## src/logic/pcx_regs.svh

```systemverilog
// Purpose: Register offsets, field positions and reset values of the pin-change block.
// Assumes: AXI4-Lite byte addresses, one 32-bit word per register, data in bits 7:0.
// Notes: Included by the package and by the top module.
`ifndef PCX_REGS_SVH
`define PCX_REGS_SVH

`define PCX_ADDR_W 8
`define PCX_OFS_FLAGS 8'h00
`define PCX_OFS_ENABLE 8'h04
`define PCX_OFS_SENSE 8'h08
`define PCX_OFS_UPPER_MASK 8'h0C
`define PCX_OFS_LOWER_MASK 8'h10
`define PCX_OFS_CPU_STATUS 8'h14

`define PCX_BIT_UPPER 7
`define PCX_BIT_LOWER 6
`define PCX_BIT_EXT 0
`define PCX_BIT_GIE 7

`define PCX_RST_BYTE 8'h00
`define PCX_RST_SENSE 2'h0

`define PCX_RESP_OKAY 2'h0
`define PCX_RESP_SLVERR 2'h2

`define PCX_ACK_EXT 0
`define PCX_ACK_LOWER 1
`define PCX_ACK_UPPER 2

`endif

```

## src/logic/pcx_pkg.sv

```systemverilog
// Purpose: Types shared by the pin-change interrupt block.
// Assumes: Constants come from pcx_regs.svh.
// Notes: The sense enum follows the two sense-control bits.
`include "pcx_regs.svh"
package pcx_pkg;
    typedef enum logic [1:0] {
        PCX_SENSE_LOW = 2'h0,
        PCX_SENSE_ANY = 2'h1,
        PCX_SENSE_FALL = 2'h2,
        PCX_SENSE_RISE = 2'h3
    } pcx_sense_t;
endpackage : pcx_pkg

```

## src/logic/pcx_sync.sv

```systemverilog
// Purpose: Two-stage synchroniser for a group of pin levels.
// Assumes: Inputs are asynchronous to sys_clk.
// Notes: The first stage feeds only the second stage.
`timescale 1ns/1ps
`default_nettype none
module pcx_sync #(
    parameter int WIDTH = 17
) (
    // Clock and reset.
    input wire logic sys_clk,
    input wire logic reset_n,
    // Pin levels in and synchronised levels out.
    input wire logic [WIDTH-1:0] pin_in,
    output logic [WIDTH-1:0] pin_sync
);
    logic [WIDTH-1:0] stage_one;

    ////////////////////////////////////////////////////////////////////////
    genvar i;
    generate
        for (i = 0; i < WIDTH; i++) begin : g_bit
            always_ff @(posedge sys_clk) begin
                if (!reset_n) begin
                    stage_one[i] <= 1'b1;
                    pin_sync[i] <= 1'b1;
                end else begin
                    stage_one[i] <= pin_in[i];
                    pin_sync[i] <= stage_one[i];
                end
            end
        end
    endgenerate
endmodule : pcx_sync
`default_nettype wire

```

## src/logic/pcx_irq_top.sv

```systemverilog
// Purpose: External and pin-change interrupt flags, masks and dispatch requests.
// Assumes: AXI4-Lite register access; vector acknowledges come from the CPU on sys_clk.
// Notes: Every output is registered.
//
// The register addresses and the AXI4-Lite interface to the registers are this design's own decisions.
`timescale 1ns/1ps
`default_nettype none
`include "pcx_regs.svh"
module pcx_irq_top
    import pcx_pkg::*;
(
    // Clock and reset.
    input wire logic sys_clk,
    input wire logic reset_n,
    // AXI4-Lite write address and data.
    input wire logic [`PCX_ADDR_W-1:0] s_axi_awaddr,
    input wire logic s_axi_awvalid,
    output logic s_axi_awready,
    input wire logic [31:0] s_axi_wdata,
    input wire logic [3:0] s_axi_wstrb,
    input wire logic s_axi_wvalid,
    output logic s_axi_wready,
    // AXI4-Lite write response.
    output logic [1:0] s_axi_bresp,
    output logic s_axi_bvalid,
    input wire logic s_axi_bready,
    // AXI4-Lite read.
    input wire logic [`PCX_ADDR_W-1:0] s_axi_araddr,
    input wire logic s_axi_arvalid,
    output logic s_axi_arready,
    output logic [31:0] s_axi_rdata,
    output logic [1:0] s_axi_rresp,
    output logic s_axi_rvalid,
    input wire logic s_axi_rready,
    // Pins and I/O clock state.
    input wire logic ext_irq_pin,
    input wire logic [7:0] upper_change_pins,
    input wire logic [7:0] lower_change_pins,
    input wire logic io_clk_en,
    // CPU dispatch.
    input wire logic [2:0] vector_ack,
    output logic irq_ext_req,
    output logic irq_lower_req,
    output logic irq_upper_req,
    output logic irq
);
    logic [7:0] ext_irq_enable_reg;
    logic [7:0] upper_pin_change_mask;
    logic [7:0] lower_pin_change_mask;
    logic [7:0] cpu_status_reg;
    pcx_sense_t sense_ctrl;
    logic upper_group_flag, lower_group_flag, ext_pin_flag;
    logic [16:0] pins_raw, pins_now, pins_prev;
    logic [7:0] upper_change, lower_change;
    logic ext_now, ext_prev;
    logic upper_set, lower_set, ext_set;
    logic upper_clr, lower_clr, ext_clr;
    logic upper_group_enable, lower_group_enable, ext_enable, global_enable;
    logic next_irq_ext_req, next_irq_lower_req, next_irq_upper_req;
    logic [`PCX_ADDR_W-1:0] aw_addr_q;
    logic [7:0] w_data_q;
    logic w_strb_q;
    logic aw_have, w_have, do_write, wr_byte;
    logic [7:0] rd_value;
    logic rd_hit, wr_hit;

    ////////////////////////////////////////////////////////////////////////
    // Pin synchronisation and previous samples.
    assign pins_raw = {ext_irq_pin, upper_change_pins, lower_change_pins};

    pcx_sync #(
        .WIDTH(17)
    ) u_sync (
        .sys_clk(sys_clk),
        .reset_n(reset_n),
        .pin_in(pins_raw),
        .pin_sync(pins_now)
    );

    always_ff @(posedge sys_clk) begin
        if (!reset_n) begin
            pins_prev <= 17'h1FFFF;
        end else begin
            pins_prev <= pins_now;
        end
    end

    assign ext_now = pins_now[16];
    assign ext_prev = pins_prev[16];
    assign upper_group_enable = ext_irq_enable_reg[`PCX_BIT_UPPER];
    assign lower_group_enable = ext_irq_enable_reg[`PCX_BIT_LOWER];
    assign ext_enable = ext_irq_enable_reg[`PCX_BIT_EXT];
    assign global_enable = cpu_status_reg[`PCX_BIT_GIE];

    ////////////////////////////////////////////////////////////////////////
    // Change and edge detection.
    // pad levels used whatever the pin direction.
    // pin changes need no I/O clock.
    assign upper_change = pins_now[15:8] ^ pins_prev[15:8];
    assign lower_change = pins_now[7:0] ^ pins_prev[7:0];

    assign upper_set = upper_group_enable && ((upper_change & upper_pin_change_mask) != 8'h00);
    assign lower_set = lower_group_enable && ((lower_change & lower_pin_change_mask) != 8'h00);

    always_comb begin
        ext_set = 1'b0;
        unique case (sense_ctrl)
            PCX_SENSE_LOW: ext_set = 1'b0;
            PCX_SENSE_ANY: ext_set = io_clk_en && (ext_now != ext_prev);
            PCX_SENSE_FALL: ext_set = io_clk_en && ext_prev && !ext_now;
            PCX_SENSE_RISE: ext_set = io_clk_en && !ext_prev && ext_now;
        endcase
    end

    ////////////////////////////////////////////////////////////////////////
    // Flags.
    assign wr_byte = do_write && w_strb_q;
    // clear by write-one or handler entry.
    assign upper_clr = vector_ack[`PCX_ACK_UPPER] ||
        (wr_byte && aw_addr_q == `PCX_OFS_FLAGS && w_data_q[`PCX_BIT_UPPER]);
    assign lower_clr = vector_ack[`PCX_ACK_LOWER] ||
        (wr_byte && aw_addr_q == `PCX_OFS_FLAGS && w_data_q[`PCX_BIT_LOWER]);
    assign ext_clr = vector_ack[`PCX_ACK_EXT] ||
        (wr_byte && aw_addr_q == `PCX_OFS_FLAGS && w_data_q[`PCX_BIT_EXT]);

    always_ff @(posedge sys_clk) begin
        if (!reset_n) begin
            upper_group_flag <= 1'b0;
        end else begin
            upper_group_flag <= (upper_group_flag && !upper_clr) || upper_set;
        end
    end

    always_ff @(posedge sys_clk) begin
        if (!reset_n) begin
            lower_group_flag <= 1'b0;
        end else begin
            lower_group_flag <= (lower_group_flag && !lower_clr) || lower_set;
        end
    end

    always_ff @(posedge sys_clk) begin
        if (!reset_n) begin
            ext_pin_flag <= 1'b0;
        end else if (sense_ctrl == PCX_SENSE_LOW) begin
            ext_pin_flag <= 1'b0;
        end else begin
            ext_pin_flag <= (ext_pin_flag && !ext_clr) || ext_set;
        end
    end

    ////////////////////////////////////////////////////////////////////////
    // Dispatch requests.
    // upper dispatch gating.
    assign next_irq_upper_req = upper_group_flag && upper_group_enable && global_enable;
    assign next_irq_lower_req = lower_group_flag && lower_group_enable && global_enable;
    assign next_irq_ext_req = ext_enable && global_enable &&
        ((sense_ctrl == PCX_SENSE_LOW) ? !ext_now : ext_pin_flag);

    always_ff @(posedge sys_clk) begin
        if (!reset_n) begin
            irq_upper_req <= 1'b0;
            irq_lower_req <= 1'b0;
            irq_ext_req <= 1'b0;
            irq <= 1'b0;
        end else begin
            irq_upper_req <= next_irq_upper_req;
            irq_lower_req <= next_irq_lower_req;
            irq_ext_req <= next_irq_ext_req;
            irq <= next_irq_upper_req || next_irq_lower_req || next_irq_ext_req;
        end
    end

    ////////////////////////////////////////////////////////////////////////
    // AXI4-Lite write channel.
    assign do_write = aw_have && w_have && !s_axi_bvalid;
    assign wr_hit = aw_addr_q == `PCX_OFS_FLAGS || aw_addr_q == `PCX_OFS_ENABLE ||
        aw_addr_q == `PCX_OFS_SENSE || aw_addr_q == `PCX_OFS_UPPER_MASK ||
        aw_addr_q == `PCX_OFS_LOWER_MASK || aw_addr_q == `PCX_OFS_CPU_STATUS;

    always_ff @(posedge sys_clk) begin
        if (!reset_n) begin
            s_axi_awready <= 1'b1;
            aw_have <= 1'b0;
            aw_addr_q <= 8'h00;
        end else if (s_axi_awvalid && s_axi_awready) begin
            s_axi_awready <= 1'b0;
            aw_have <= 1'b1;
            aw_addr_q <= s_axi_awaddr;
        end else begin
            if (do_write) begin
                aw_have <= 1'b0;
            end
            if (s_axi_bvalid && s_axi_bready) begin
                s_axi_awready <= 1'b1;
            end
        end
    end

    always_ff @(posedge sys_clk) begin
        if (!reset_n) begin
            s_axi_wready <= 1'b1;
            w_have <= 1'b0;
            w_data_q <= 8'h00;
            w_strb_q <= 1'b0;
        end else if (s_axi_wvalid && s_axi_wready) begin
            s_axi_wready <= 1'b0;
            w_have <= 1'b1;
            w_data_q <= s_axi_wdata[7:0];
            w_strb_q <= s_axi_wstrb[0];
        end else begin
            if (do_write) begin
                w_have <= 1'b0;
            end
            if (s_axi_bvalid && s_axi_bready) begin
                s_axi_wready <= 1'b1;
            end
        end
    end

    always_ff @(posedge sys_clk) begin
        if (!reset_n) begin
            s_axi_bvalid <= 1'b0;
            s_axi_bresp <= `PCX_RESP_OKAY;
        end else if (do_write) begin
            s_axi_bvalid <= 1'b1;
            s_axi_bresp <= wr_hit ? `PCX_RESP_OKAY : `PCX_RESP_SLVERR;
        end else if (s_axi_bready) begin
            s_axi_bvalid <= 1'b0;
        end
    end

    // Control registers written by software.
    always_ff @(posedge sys_clk) begin
        if (!reset_n) begin
            ext_irq_enable_reg <= `PCX_RST_BYTE;
            upper_pin_change_mask <= `PCX_RST_BYTE;
            lower_pin_change_mask <= `PCX_RST_BYTE;
            cpu_status_reg <= `PCX_RST_BYTE;
            sense_ctrl <= PCX_SENSE_LOW;
        end else if (wr_byte) begin
            unique case (aw_addr_q)
                `PCX_OFS_ENABLE: ext_irq_enable_reg <= w_data_q & 8'hC1;
                `PCX_OFS_SENSE: sense_ctrl <= pcx_sense_t'(w_data_q[1:0]);
                `PCX_OFS_UPPER_MASK: upper_pin_change_mask <= w_data_q;
                `PCX_OFS_LOWER_MASK: lower_pin_change_mask <= w_data_q;
                `PCX_OFS_CPU_STATUS: cpu_status_reg <= w_data_q & 8'h80;
                default: ;
            endcase
        end
    end

    ////////////////////////////////////////////////////////////////////////
    // AXI4-Lite read channel.
    always_comb begin
        rd_value = 8'h00;
        rd_hit = 1'b1;
        unique case (s_axi_araddr)
            `PCX_OFS_FLAGS: rd_value = {upper_group_flag, lower_group_flag, 5'h00, ext_pin_flag};
            `PCX_OFS_ENABLE: rd_value = ext_irq_enable_reg;
            `PCX_OFS_SENSE: rd_value = {6'h00, sense_ctrl};
            `PCX_OFS_UPPER_MASK: rd_value = upper_pin_change_mask;
            `PCX_OFS_LOWER_MASK: rd_value = lower_pin_change_mask;
            `PCX_OFS_CPU_STATUS: rd_value = cpu_status_reg;
            default: rd_hit = 1'b0;
        endcase
    end

    always_ff @(posedge sys_clk) begin
        if (!reset_n) begin
            s_axi_arready <= 1'b1;
            s_axi_rvalid <= 1'b0;
            s_axi_rdata <= 32'h00000000;
            s_axi_rresp <= `PCX_RESP_OKAY;
        end else if (s_axi_arvalid && s_axi_arready) begin
            s_axi_arready <= 1'b0;
            s_axi_rvalid <= 1'b1;
            s_axi_rdata <= {24'h000000, rd_value};
            s_axi_rresp <= rd_hit ? `PCX_RESP_OKAY : `PCX_RESP_SLVERR;
        end else if (s_axi_rvalid && s_axi_rready) begin
            s_axi_rvalid <= 1'b0;
            s_axi_arready <= 1'b1;
        end
    end
endmodule : pcx_irq_top
`default_nettype wire

```

## config.mk

```make
export PLATFORM = sky130hd
export DESIGN_NAME = pcx_irq_top
export DESIGN_NICKNAME = d
export VERILOG_FILES = /design/src/logic/pcx_pkg.sv /design/src/logic/pcx_sync.sv /design/src/logic/pcx_irq_top.sv
export VERILOG_INCLUDE_DIRS = /design/src /design/src/logic
export SDC_FILE = /design/constraint.sdc
export NUM_CORES = 1
export LEC_CHECK = 0
export ABC_AREA = 1
export BUFFER_PORTS_ARGS = -buffer_cell sky130_fd_sc_hd__buf_4
export CORE_ASPECT_RATIO = 0.7
export CORE_MARGIN = 2
export CORE_UTILIZATION = 40
export DETAILED_ROUTE_END_ITERATION = 8
export PLACE_DENSITY = 0.6
export SLEW_MARGIN = 20
export SYNTH_ARGS = -nofsm -noshare
export SYNTH_HDL_FRONTEND = slang
export SYNTH_HIERARCHICAL = 1
export SYNTH_SLANG_ARGS = --single-unit
```

## constraint.sdc

```tcl
create_clock -name sys_clk -period 3.47 [get_ports sys_clk]
set_clock_uncertainty 0.15 [all_clocks]
set_input_delay 0.347 -clock sys_clk [delete_from_list [all_inputs] [get_ports sys_clk]]
set_output_delay 0.347 -clock sys_clk [all_outputs]
set_load 0.05 [all_outputs]
```

==> key figures, run 1 <==
Status
  – Status: finished clean

Clock network
  – H-Tree Depth: 4
  – Clk buf depth: 2
  – CTS clk-pin slew, worst paths: roughly 0.05 ns
  – Hold_buf cts: 17
  – Root buffer cell: clkbuf_16
  – Setup repair bufs after CTS: 0
  – Num CTS Buffers: 17
  – Clock latency at the later pin of the worst-skew pair: approximately 0.40 ns
  – CTS Sinks: ~110
  – CTS tree: built
  – Post-CTS sizing: 0

Placed design
  – Port bufs: 71
  – HPWL after detailed placement: slightly above 7000 um
  – RePlAce Congestion: 0.8227
  – Post-Place Worst Slack: 1.698 ns
  – Dpl cell area: a little over 5000 um2

Critical path
  – Worst path max stage delay: ~0.40 ns
  – Reg2reg start: aw_have
  – WP buf/inv: 1
  – Critical Path Start Type: flop
  – Setup crit start: aw_have
  – WP data required: 3.55 ns
  – R2R cell count: 7
  – Crit-path slowest cell: dfxtp_1
  – CP Cell Sequence: nand3_4 > nor2_8 > inv_2 > nor2_4 > nand2_1 > o21ai_0 > a21oi_1
  – Cell count along the critical path: 7
  – Crit-path leading delay family: simple AND/OR/NAND/NOR gates
  – Crit path capture type: flop
  – Worst Path Max Fanout: 19
  – Critical Setup Path Class: flop to flop
  – Crit path DAT: 1.91 ns

Global routing
  – First-pass GRT wire length: 16,940 um
  – Largest net degree at the start of global routing: 80
  – Grt total ovfl: 0
  – Vias in the first global route: between 3,000 and 4,000
  – Initial antenna violation count: 0
  – Total GRT Usage: roughly 18%

Synthesis
  – Flip-flop and latch count after synthesis: around 110
  – Yosys warning count: 6
  – Post-Syn Area: between 4000 and 5000 um2
  – Cell variety after synth: 34
  – Mapped Cells: approximately 600
  – Sequential area share after synthesis: 49.44%
  – Syn avg cell area: around 7.7 um2

Cells and area
  – Most frequent cells in the layout: nand2_1, dfxtp_1, inv_1, buf_4, nor2_1
  – Final Util: between 50% and 60%
  – Area Growth Syn to Fin: 28.33%
  – Regs by FF count: pins_prev x17, u_sync/pin_sync x17, u_sync/stage_one x17
  – N_diodes: 0
  – Design area: slightly below 6000 um2
  – Layout cells sized above 1: 19.86%
  – NumNets Final: between 700 and 800
  – Commonest non-fill, non-tap cell in the layout: nand2_1

Floorplan
  – Core box area: 11,130 um2
  – Ports: ~130
  – Initial Utilization: about two fifths
  – Die Y: 93.88 um
  – Total die area: 12,430 um2
  – Chip width: 132.4 um
  – Cell row count: 32

Flow run
  – Max cap viols: 0

Worst hold path
  – Hold crit path type: input pin to flop
  – Hold wc startpoint: s_axi_awaddr[7]
  – Worst Hold Depth: 3

Route
  – Routed len/inst: about 12 um
  – Drt total wl: 10,210 um
  – Antenna viol nets, final: 0
  – Vias/cell: between 4 and 5
  – DRT iter0 DRCs: 207
  – Via Count: slightly below 4,000
  – Initial DRT Pass Iterations: 5
  – Drt drc: 0

Timing
  – Final TNS setup: 0 ns
  – Hold Violations, Final: 0
  – Final worst slack: ~1.6 ns
  – Max Slew Vio Count: 0
  – Fin Hold WS: ~0.044 ns
  – RSZ-0062 raised after global routing: no
  – Min cycle time layout: 1.830 ns
  – Maximum clock rate: 546.6 MHz
  – Relative slew slack: 30.72%
  – Setup-failing EPs final: 0
  – Slew @ Worst Pin: 1.038 ns
  – Fin crit share: a little over half

Pwr
  – Leakage power: ~2.8 nW
  – Power Density: just under 600 nW/um2
  – VDD IR max: about 0.37 mV
[power by group]
group	switching (W)	internal (W)	total, W	leakage [nW]
Sequential	0.0000315	0.00136	0.00140	0.935
Clock	0.000572	0.00125	0.00182	0.312
Combinational	0.000211	0.000106	0.000317	1.53
Total	0.000815	0.00272	0.00353	2.78
[synth_stat cells (all sizes together)]
cell    count  area share, %
a211oi      1           0.27
a21oi      53            5.7
a31oi       1           0.14
buf        36            6.3
clkbuf      7           0.57
clkinv      1          0.081
conb        1          0.081
dfxtp     114             49
inv        82            6.7
nand2     125             10
nand3      34            4.2
nand4       3           0.41
nor2       61            5.9
nor3        5           0.54
nor4        1           0.46
o211ai      2           0.33
o21a        2           0.33
o21ai      41            4.4
o21bai      1           0.16
o22ai       3           0.41
or2        21            2.8
xnor2       1           0.19
xor2        1           0.19
[cell families after synthesis]
| group | after synthesis | share of synthesized area [%] |
|---|---|---|
| xor gates and xnor gates | 2 | 0.3796 |
| other | 1 | 0.08124 |
| DFF | 114 | 49.44 |
| and+or+nand+nor | 250 | 24.67 |
| AOI/OAI and AO/OA | 104 | 11.82 |
| buffers and inverters | 126 | 13.61 |
[layout make-up]
cell class	instances	area, um2
well taps	153	191.4
multi-input cells	382	1799
fillers	1104	5207
flip-flops and latches	114	2282
clock inverters	11	157.7
inverters	83	311.5
clock buffers	21	470.5
repair buffers	89	710.7
[metrics by stage]
stage | cells | total power [W]
CTS | 853 | 0.003563
floorplan | 622 | 0.001660
global placement | 804 | 0.001717
detailed placement | 804 | 0.001725
finish | 853 | 0.003534
global route | 853 | 0.003666
[worst paths after layout]
path,slack [ns],to
max,1.64,upper_group_flag
min,0.04,aw_addr_q[7]
max reg2reg,1.64,upper_group_flag
min reg2reg,0.25,u_sync/pin_sync[3]
[metal layers]
layer | GRT usage (%) | vias up | routed length (um)
met5 | 0 | - | 0
met4 | 10.30 | 0 | 122
met3 | 4.207 | 12 | 563
met2 | 26.94 | 118 | 4532
met1 | 23.02 | 1730 | 4991
li1 | - | 1998 | -
[worst reg2reg max path, cell delays in order (launching register included)]
cell and delay (ns):
dfxtp_1 0.40, nand3_4 0.16, nor2_8 0.27, inv_2 0.10, nor2_4 0.14, nand2_1 0.13
o21ai_0 0.22, a21oi_1 0.10
Power figures use the tool's default switching activity.
==> inputs of run 2 (changes only) <==
==> constraint.sdc (replaced) <==
create_clock -name sys_clk -period 1.78 [get_ports sys_clk]
set_clock_uncertainty 0.15 [all_clocks]
set_input_delay 0.178 -clock sys_clk [delete_from_list [all_inputs] [get_ports sys_clk]]
set_output_delay 0.178 -clock sys_clk [all_outputs]
set_load 0.05 [all_outputs]
==> run 2 against run 1 <==
- power grew 88%
- critical path depth shrank 2
- sequential power grew 94%
- utilization grew 2.6 points
- count of clock-buffer cells in the layout is the same
- via count grew 2.5%
- largest power group unchanged
==> key figures, run 2 (same netlist as run 1, synthesis figures left out) <==
Timing
  – RSZ-0062 raised after global routing: no
  – Final TNS setup: 0 ns (unchanged)
  – Hold Violations, Final: 0 (unchanged)
  – Relative slew slack: 66.69% (+36 points)
  – Slew @ Worst Pin: 0.4984 ns (-0.5396 ns)
  – Fin Hold WS: 0.06076 ns (+0.01692 ns)
  – Fin crit share: around 85%
  – Setup-failing EPs final: 0 (unchanged)
  – Min cycle time layout: about 1.5 ns
  – Maximum clock rate: 658.9 MHz
  – Max Slew Vio Count: 0 (unchanged)

Clock network
  – Clk buf depth: 2 (unchanged)
  – H-Tree Depth: 4 (unchanged)
  – Num CTS Buffers: 17 (unchanged)
  – Hold_buf cts: 47 (+30)
  – Root buffer cell: clkbuf_16
  – Post-CTS sizing: 0 (unchanged)
  – CTS Sinks: 114 (unchanged)
  – Clock latency at the later pin of the worst-skew pair: 0.41 ns (about the same)
  – Setup repair bufs after CTS: 0 (unchanged)
  – CTS clk-pin slew, worst paths: 0.05 ns (about the same)
  – CTS tree: built

Critical path
  – Critical Path Start Type: input pin
  – Crit Reg-Reg Endpoint: lower_pin_change_mask[4]
  – Crit path capture type: flop
  – R2R cell count: 6 (-1)
  – Crit-path slowest cell: dlygate4sd3_1
  – CP Cell Sequence: dlygate4sd3_1 > buf_4 > inv_1 > buf_4 > a31oi_1
  – Worst path max stage delay: 0.53 ns (+0.13 ns)
  – Setup slack, reg-to-reg: 0.26 ns (-1.38 ns)
  – Worst Path Max Fanout: 18 (-1)
  – Crit path DAT: 1.64 ns (-0.27 ns)
  – Setup crit start: reset_n
  – Reg2reg start: aw_addr_q[3]
  – Crit path top cell by count: buf_4
  – Critical Setup Path Class: input pin to flop
  – WP data required: 1.91 ns (-1.64 ns)

Floorplan
  – Initial Utilization: 41.47% (unchanged)
  – Cell row count: 32 (unchanged)
  – Core box area: 11,130 um2 (unchanged)
  – Total die area: 12,430 um2 (unchanged)
  – Chip width: 132.4 um (unchanged)
  – Die Y: 93.88 um (unchanged)
  – Ports: 125 (unchanged)

Worst hold path
  – WHS Endpoint: s_axi_rresp[1]
  – Hold wc startpoint: s_axi_araddr[1]
  – Worst Hold Depth: 5 (+2)
  – Hold crit path type: input pin to flop

Route
  – Via Count: 3,955 (+2.5%)
  – Drt drc: 0 (unchanged)
  – Drt total wl: 10,400 um (+1.8%)
  – DRT iter0 DRCs: 273 (+32%)
  – Antenna viol nets, final: 0 (unchanged)
  – Routed len/inst: 11.73 um (-2.0%)
  – Initial DRT Pass Iterations: 5 (unchanged)
  – Vias/cell: 4.464 (-1.3%)

Cells and area
  – NumNets Final: 801 (+4.4%)
  – Area Growth Syn to Fin: 34.51%
  – Layout cells sized above 1: 19.24% (-0.62 points)
  – N_diodes: 0 (unchanged)
  – Commonest non-fill, non-tap cell in the layout: nand2_1
  – Design area: 6208 um2 (+4.8%)
  – Regs by FF count: pins_prev x17, u_sync/pin_sync x17, u_sync/stage_one x17
  – Fill cells: 1,044 (-5.4%)
  – Most frequent cells in the layout: nand2_1, dfxtp_1, inv_1, buf_4, nor2_1

Global routing
  – Largest net degree at the start of global routing: 68 (-15%)
  – Initial antenna violation count: 0 (unchanged)
  – Grt total ovfl: 0 (unchanged)
  – First-pass GRT wire length: 17,110 um (+1.0%)
  – Vias in the first global route: 3,632 (+1.3%)
  – Total GRT Usage: 17.81% (+0.13 points)

Pwr
  – Leakage power: 2.879 nW (+3.7%)
  – Power Density: 1070 nW/um2 (+79%)
  – VDD IR max: 0.7006 mV (+91%)

Placed design
  – HPWL after detailed placement: 7203 um (+0.16%)
  – Dpl cell area: 5167 um2 (+0.83%)
  – Port bufs: 71 (unchanged)
  – RePlAce Congestion: 0.8378 (+1.8%)

Status
  – Status: finished clean

Flow run
  – Max cap viols: 0 (unchanged)
-- run 2: cell count changes in the layout (fill, tap and decap cells not counted), moves of 2 or more --
cell           change
clkinvlp_4         +3
bufinv_16          -2
dlygate4sd3_1     +30
buf_4              +3
clkinv_2           -2
-- run 2: through the flow --
| stage | setup WS (ns) | utilization, % | power [W] | cells |
|---|---|---|---|---|
| finish | 0.2623 | 55.78 | 0.006641 | 886 |
| global placement | 0.3273 | 46.43 | 0.003358 | 808 |
| global route | 0.1528 | 55.78 | 0.006907 | 886 |
| CTS | 0.2492 | 55.78 | 0.006694 | 886 |
| floorplan | 0.1855 | - | 0.003236 | 622 |
| detailed placement | 0.2709 | 46.43 | 0.003371 | 808 |
-- run 2: critical path: cells and delay by family --
| kind | cells | cell delay (ns) |
|---|---|---|
| AO/OA/AOI/OAI | 1 | 0.06 |
| buffers and inverters | 4 | 1.39 |
-- run 2: worst max-delay path by stage --
stage,depth (start not counted),slack [ns],end
finish,5,0.26,irq
global route,7,0.15,lower_pin_change_mask[7]
CTS,5,0.25,irq
detailed placement,6,0.27,lower_pin_change_mask[4]
global placement,10,0.33,s_axi_rdata[6]
floorplan,8,0.19,lower_group_flag
-- run 2: layout make-up --
class,count,area [um2],share of cell area (%)
repair buffers,123,1054,16.97
clock buffers,21,460.4,7.416
flip-flops and latches,114,2282,36.76
inverters,83,311.5,5.018
well taps,153,191.4,3.083
multi-input cells,382,1799,28.98
clock inverters,10,110.1,1.773
-- run 2: power breakdown --
group          total (W)  internal [W]  leakage, nW  switching (W)
logic           0.000676      0.000255         1.67       0.000421
registers        0.00272       0.00266        0.935      0.0000625
clock network    0.00324       0.00211        0.271        0.00113
total            0.00664       0.00502         2.88        0.00162
-- run 2: layer usage --
metal  vias up  share of wire (%)  global-route usage, %
met2       105                 43                  26.73
met1      1767                 50                  23.88
met3        12                5.8                  5.286
met4         0                1.3                  7.616
met5         -                  0                      0
li1       2071                  -                      -
==> inputs of run 3 (changes only) <==
--- a/config.mk
+++ b/config.mk
@@ -6,8 +6,8 @@
 export SDC_FILE = /design/constraint.sdc
 export NUM_CORES = 1
 export LEC_CHECK = 0
-export ABC_AREA = 1
 export BUFFER_PORTS_ARGS = -buffer_cell sky130_fd_sc_hd__buf_4
+export CAP_MARGIN = 20
 export CORE_ASPECT_RATIO = 0.7
 export CORE_MARGIN = 2
 export CORE_UTILIZATION = 40
==> run 3 against run 2 <==
- the run now ends with negative setup slack left
- synthesized area is 6.1% lower
- final cell count fell by 17%
- utilization is 3.3 points higher
- sequential share of layout area grew 0.41 points
- critical path depth is the same
- count of clock-buffer cells in the layout fell by 1
- setup slack worse by 0.37 ns
- synthesized cell count fell by 24%
- critical path type is now flop to flop
- critical endpoint is now upper_group_flag
- highest routed layer unchanged
==> key figures, run 3 <==
Critical path
  – Worst path max stage delay: 0.59 ns (+0.06 ns)
  – CP Cell Sequence: or4_4 > nor4_2 > buf_4 > a211oi_1 > a31o_2
  – WP data required: 1.92 ns (about the same)
  – Crit-path slowest cell: or4_4
  – Critical Path Start Type: flop
  – Critical Setup Path Class: flop to flop
  – Crit path capture type: flop
  – Worst Path Max Fanout: 5 (-13)
  – Crit path DAT: 2.03 ns (+0.39 ns)

Pwr
  – VDD IR max: 0.8695 mV (+24%)
  – Power Density: 1063 nW/um2 (-0.67%)
  – Leakage power: 2.480 nW (-14%)
  – Sequential power share: 41.3% (+0.3 points)
  – Comb pwr share: 9.7% (-0.5 points)
  – Clock share of power: 49.0% (+0.2 points)
  – Net Sw Power: 0.001521 W (-5.9%)
  – Sw Ratio: 23.25% (-1.1 points)
  – P_int: 0.005023 W (about the same)

Synthesis
  – Yosys warning count: 6 (unchanged)
  – Most frequent cell after synthesis: dfxtp_1
  – Ys flop type: dfxtp_1
  – Cell variety after synth: 45 (+32%)
  – Flip-flop and latch count after synthesis: 114 (unchanged)
  – Post-Syn Area: 4335 um2 (-6.1%)
  – Post-synth ARST share: 0% (unchanged)
  – Top cells by count, synth: dfxtp_1, nand2_1, nand2b_1
  – Syn avg cell area: 9.570 um2 (+24%)
  – Synth top area share: 52.64% (+3.2 points)
  – Post-synth EDFFs: 0 (unchanged)
  – Area contributors post-synth: dfxtp_1, nand2b_1, nand2_1, buf_4, a21oi_1
  – Cell taking the most area after synthesis: dfxtp_1
  – Mapped Cells: 453 (-24%)
  – Sequential area share after synthesis: 52.64% (+3.2 points)

Placed design
  – Placed cells: 654 (-19%)
  – Dpl cell area: 5029 um2 (-2.7%)
  – Port bufs: 71 (unchanged)
  – RePlAce Congestion: 0.7937 (-5.3%)
  – HPWL after detailed placement: 6929 um (-3.8%)
  – Post-Place Worst Slack: -0.1621 ns (-0.4330 ns)

Cells and area
  – N_diodes: 0 (unchanged)
  – Design area: 6160 um2 (-0.79%)
  – Regs by FF count: pins_prev x17, u_sync/pin_sync x17, u_sync/stage_one x17
  – Layout cells sized above 1: 24.67% (+5.4 points)
  – Most frequent cells in the layout: dfxtp_1, buf_4, nand2_1, nand2b_1, dlygate4sd3_1
  – Commonest non-fill, non-tap cell in the layout: dfxtp_1
  – NumNets Final: 672 (-16%)
  – Non-filler cells, final: 736 (-17%)
  – Area Growth Syn to Fin: 42.08%

Worst hold path
  – Hold crit path type: input pin to flop

Clock network
  – CTS clk-pin slew, worst paths: 0.05 ns (about the same)
  – Num CTS Buffers: 17 (unchanged)
  – CTS Sinks: 114 (unchanged)
  – CTS tree: built
  – H-Tree Depth: 4 (unchanged)
  – Clock latency at the later pin of the worst-skew pair: 0.40 ns (about the same)
  – Root buffer cell: clkbuf_16
  – Clk buf depth: 2 (unchanged)

Timing
  – Min cycle time layout: 1.890 ns (+0.3728 ns)
  – Setup-failing EPs final: 25 (+25)
  – Fin Hold WS: 0.04913 ns (-0.01163 ns)
  – Max Slew Vio Count: 0 (unchanged)
  – Fin crit share: 106.2% (+21 points)
  – Final TNS setup: -2.234 ns (-2.234 ns)
  – Hold Violations, Final: 0 (unchanged)
  – RSZ-0062 raised after global routing: yes
  – Maximum clock rate: 529.0 MHz (-20%)
  – Final worst slack: -0.1105 ns (-0.3728 ns)

Route
  – Drt total wl: 9942 um (-4.4%)
  – Vias/cell: 4.735 (+6.1%)
  – Antenna viol nets, final: 0 (unchanged)
  – Routed len/inst: 13.51 um (+15%)
  – Initial DRT Pass Iterations: 4 (-1)
  – DRT iter0 DRCs: 125 (-54%)
  – Drt drc: 0 (unchanged)
  – Via Count: 3,485 (-12%)

Floorplan
  – Total die area: 11,700 um2 (-5.8%)
  – Chip width: 128.4 um (-3.0%)
  – Core box area: 10,430 um2 (-6.3%)
  – Initial Utilization: 41.55% (+0.084 points)
  – Die Y: 91.11 um (-3.0%)
  – Ports: 125 (unchanged)
  – Cell row count: 31 (-3.1%)

Status
  – Status: finished with violations
  – Failing checks: negative setup slack

Global routing
  – Initial antenna violation count: 0 (unchanged)
  – Largest net degree at the start of global routing: 21 (-69%)
  – Grt total ovfl: 0 (unchanged)
  – Total GRT Usage: 17.84% (+0.026 points)
  – Vias in the first global route: 3,353 (-7.7%)
  – First-pass GRT wire length: 16,220 um (-5.2%)

Flow run
  – Max cap viols: 0 (unchanged)
[run 3: cell types whose count changed after synthesis, moves of 21 or more]
cell	change
a21oi_1	-25
inv_1	-75
nor2_1	-34
o21ai_0	-23
nand2b_1	+50
nand3_1	-21
nand2_1	-60
[run 3: through the flow]
stage                     util [%]  total power, W
after floorplan                  -        0.003132
after global placement       48.20        0.003266
after detailed placement     48.20        0.003276
after CTS                    58.66        0.006597
after global routing         59.04        0.006803
final                        59.04        0.006545
[run 3: final timing paths]
check	from	endpoint	slack, ns	cells after the start
setup / recovery	aw_addr_q[1]	upper_group_flag	-0.11	5
hold / removal	s_axi_arvalid	s_axi_rdata[7]	0.05	3
setup reg to reg	aw_addr_q[1]	upper_group_flag	-0.11	5
hold reg to reg	u_sync/stage_one[7]	u_sync/pin_sync[7]	0.25	1
[run 3: logic make-up (layout without fill, tap and decap cells)]
logic type / after synthesis / after routing / share of synthesized area, %
other: 1 / 26 / 0.08650
AND/OR/NAND/NOR: 179 / 179 / 22.22
flip-flops: 114 / 114 / 52.64
buffers and inverters: 50 / 176 / 6.840
multiplexers: 18 / 18 / 4.531
AO/OA/AOI/OAI: 75 / 75 / 10.45
XOR/XNOR: 16 / 16 / 3.232
[run 3: what timing repair did]
action	CTS	global route
endpoints found under the hold margin	46	0
setup buffers	3	1
resized for setup	10	7
setup endpoints to repair	25	25
hold buffers	47	0
cloned	0	0
pin swaps	3	2
[run 3: critical path, delay by kind of cell (launching register included)]
family / cells / cell delay [ns]
DFF: 1 / 0.32
buffers and inverters: 1 / 0.16
AOI/OAI and AO/OA: 2 / 0.30
and+or+nand+nor: 2 / 0.86
[run 3: layout make-up]
cell class                      count  area [um2]
Tap cell                          132       165.2
Sequential cell                   114        2290
Clock inverter                     11       112.6
Inverter                            3       11.26
Clock buffer                       20       456.7
Fill cell                         919        4274
Multi-Input combinational cell    314        1904
Timing Repair Buffer              142        1220
[run 3: power groups by stage]
stage	Combinational, W	Clock, W	Sequential (W)
6_report	0.000637	0.00321	0.00270
5_1_grt	0.000688	0.00341	0.00271
4_1_cts	0.000622	0.00328	0.00270
3_3_place_gp	0.000520	0	0.00275
3_5_place_dp	0.000527	0	0.00275
2_1_floorplan	0.000358	0	0.00277
[run 3: layer usage]
| layer | up-vias | track usage (%) | wire length [um] |
|---|---|---|---|
| met3 | 10 | 4.537 | 572 |
| met4 | 0 | 7.784 | 98 |
| met5 | - | 0 | 0 |
| li1 | 1770 | - | - |
| met2 | 109 | 25.49 | 4200 |
| met1 | 1596 | 25.29 | 5069 |
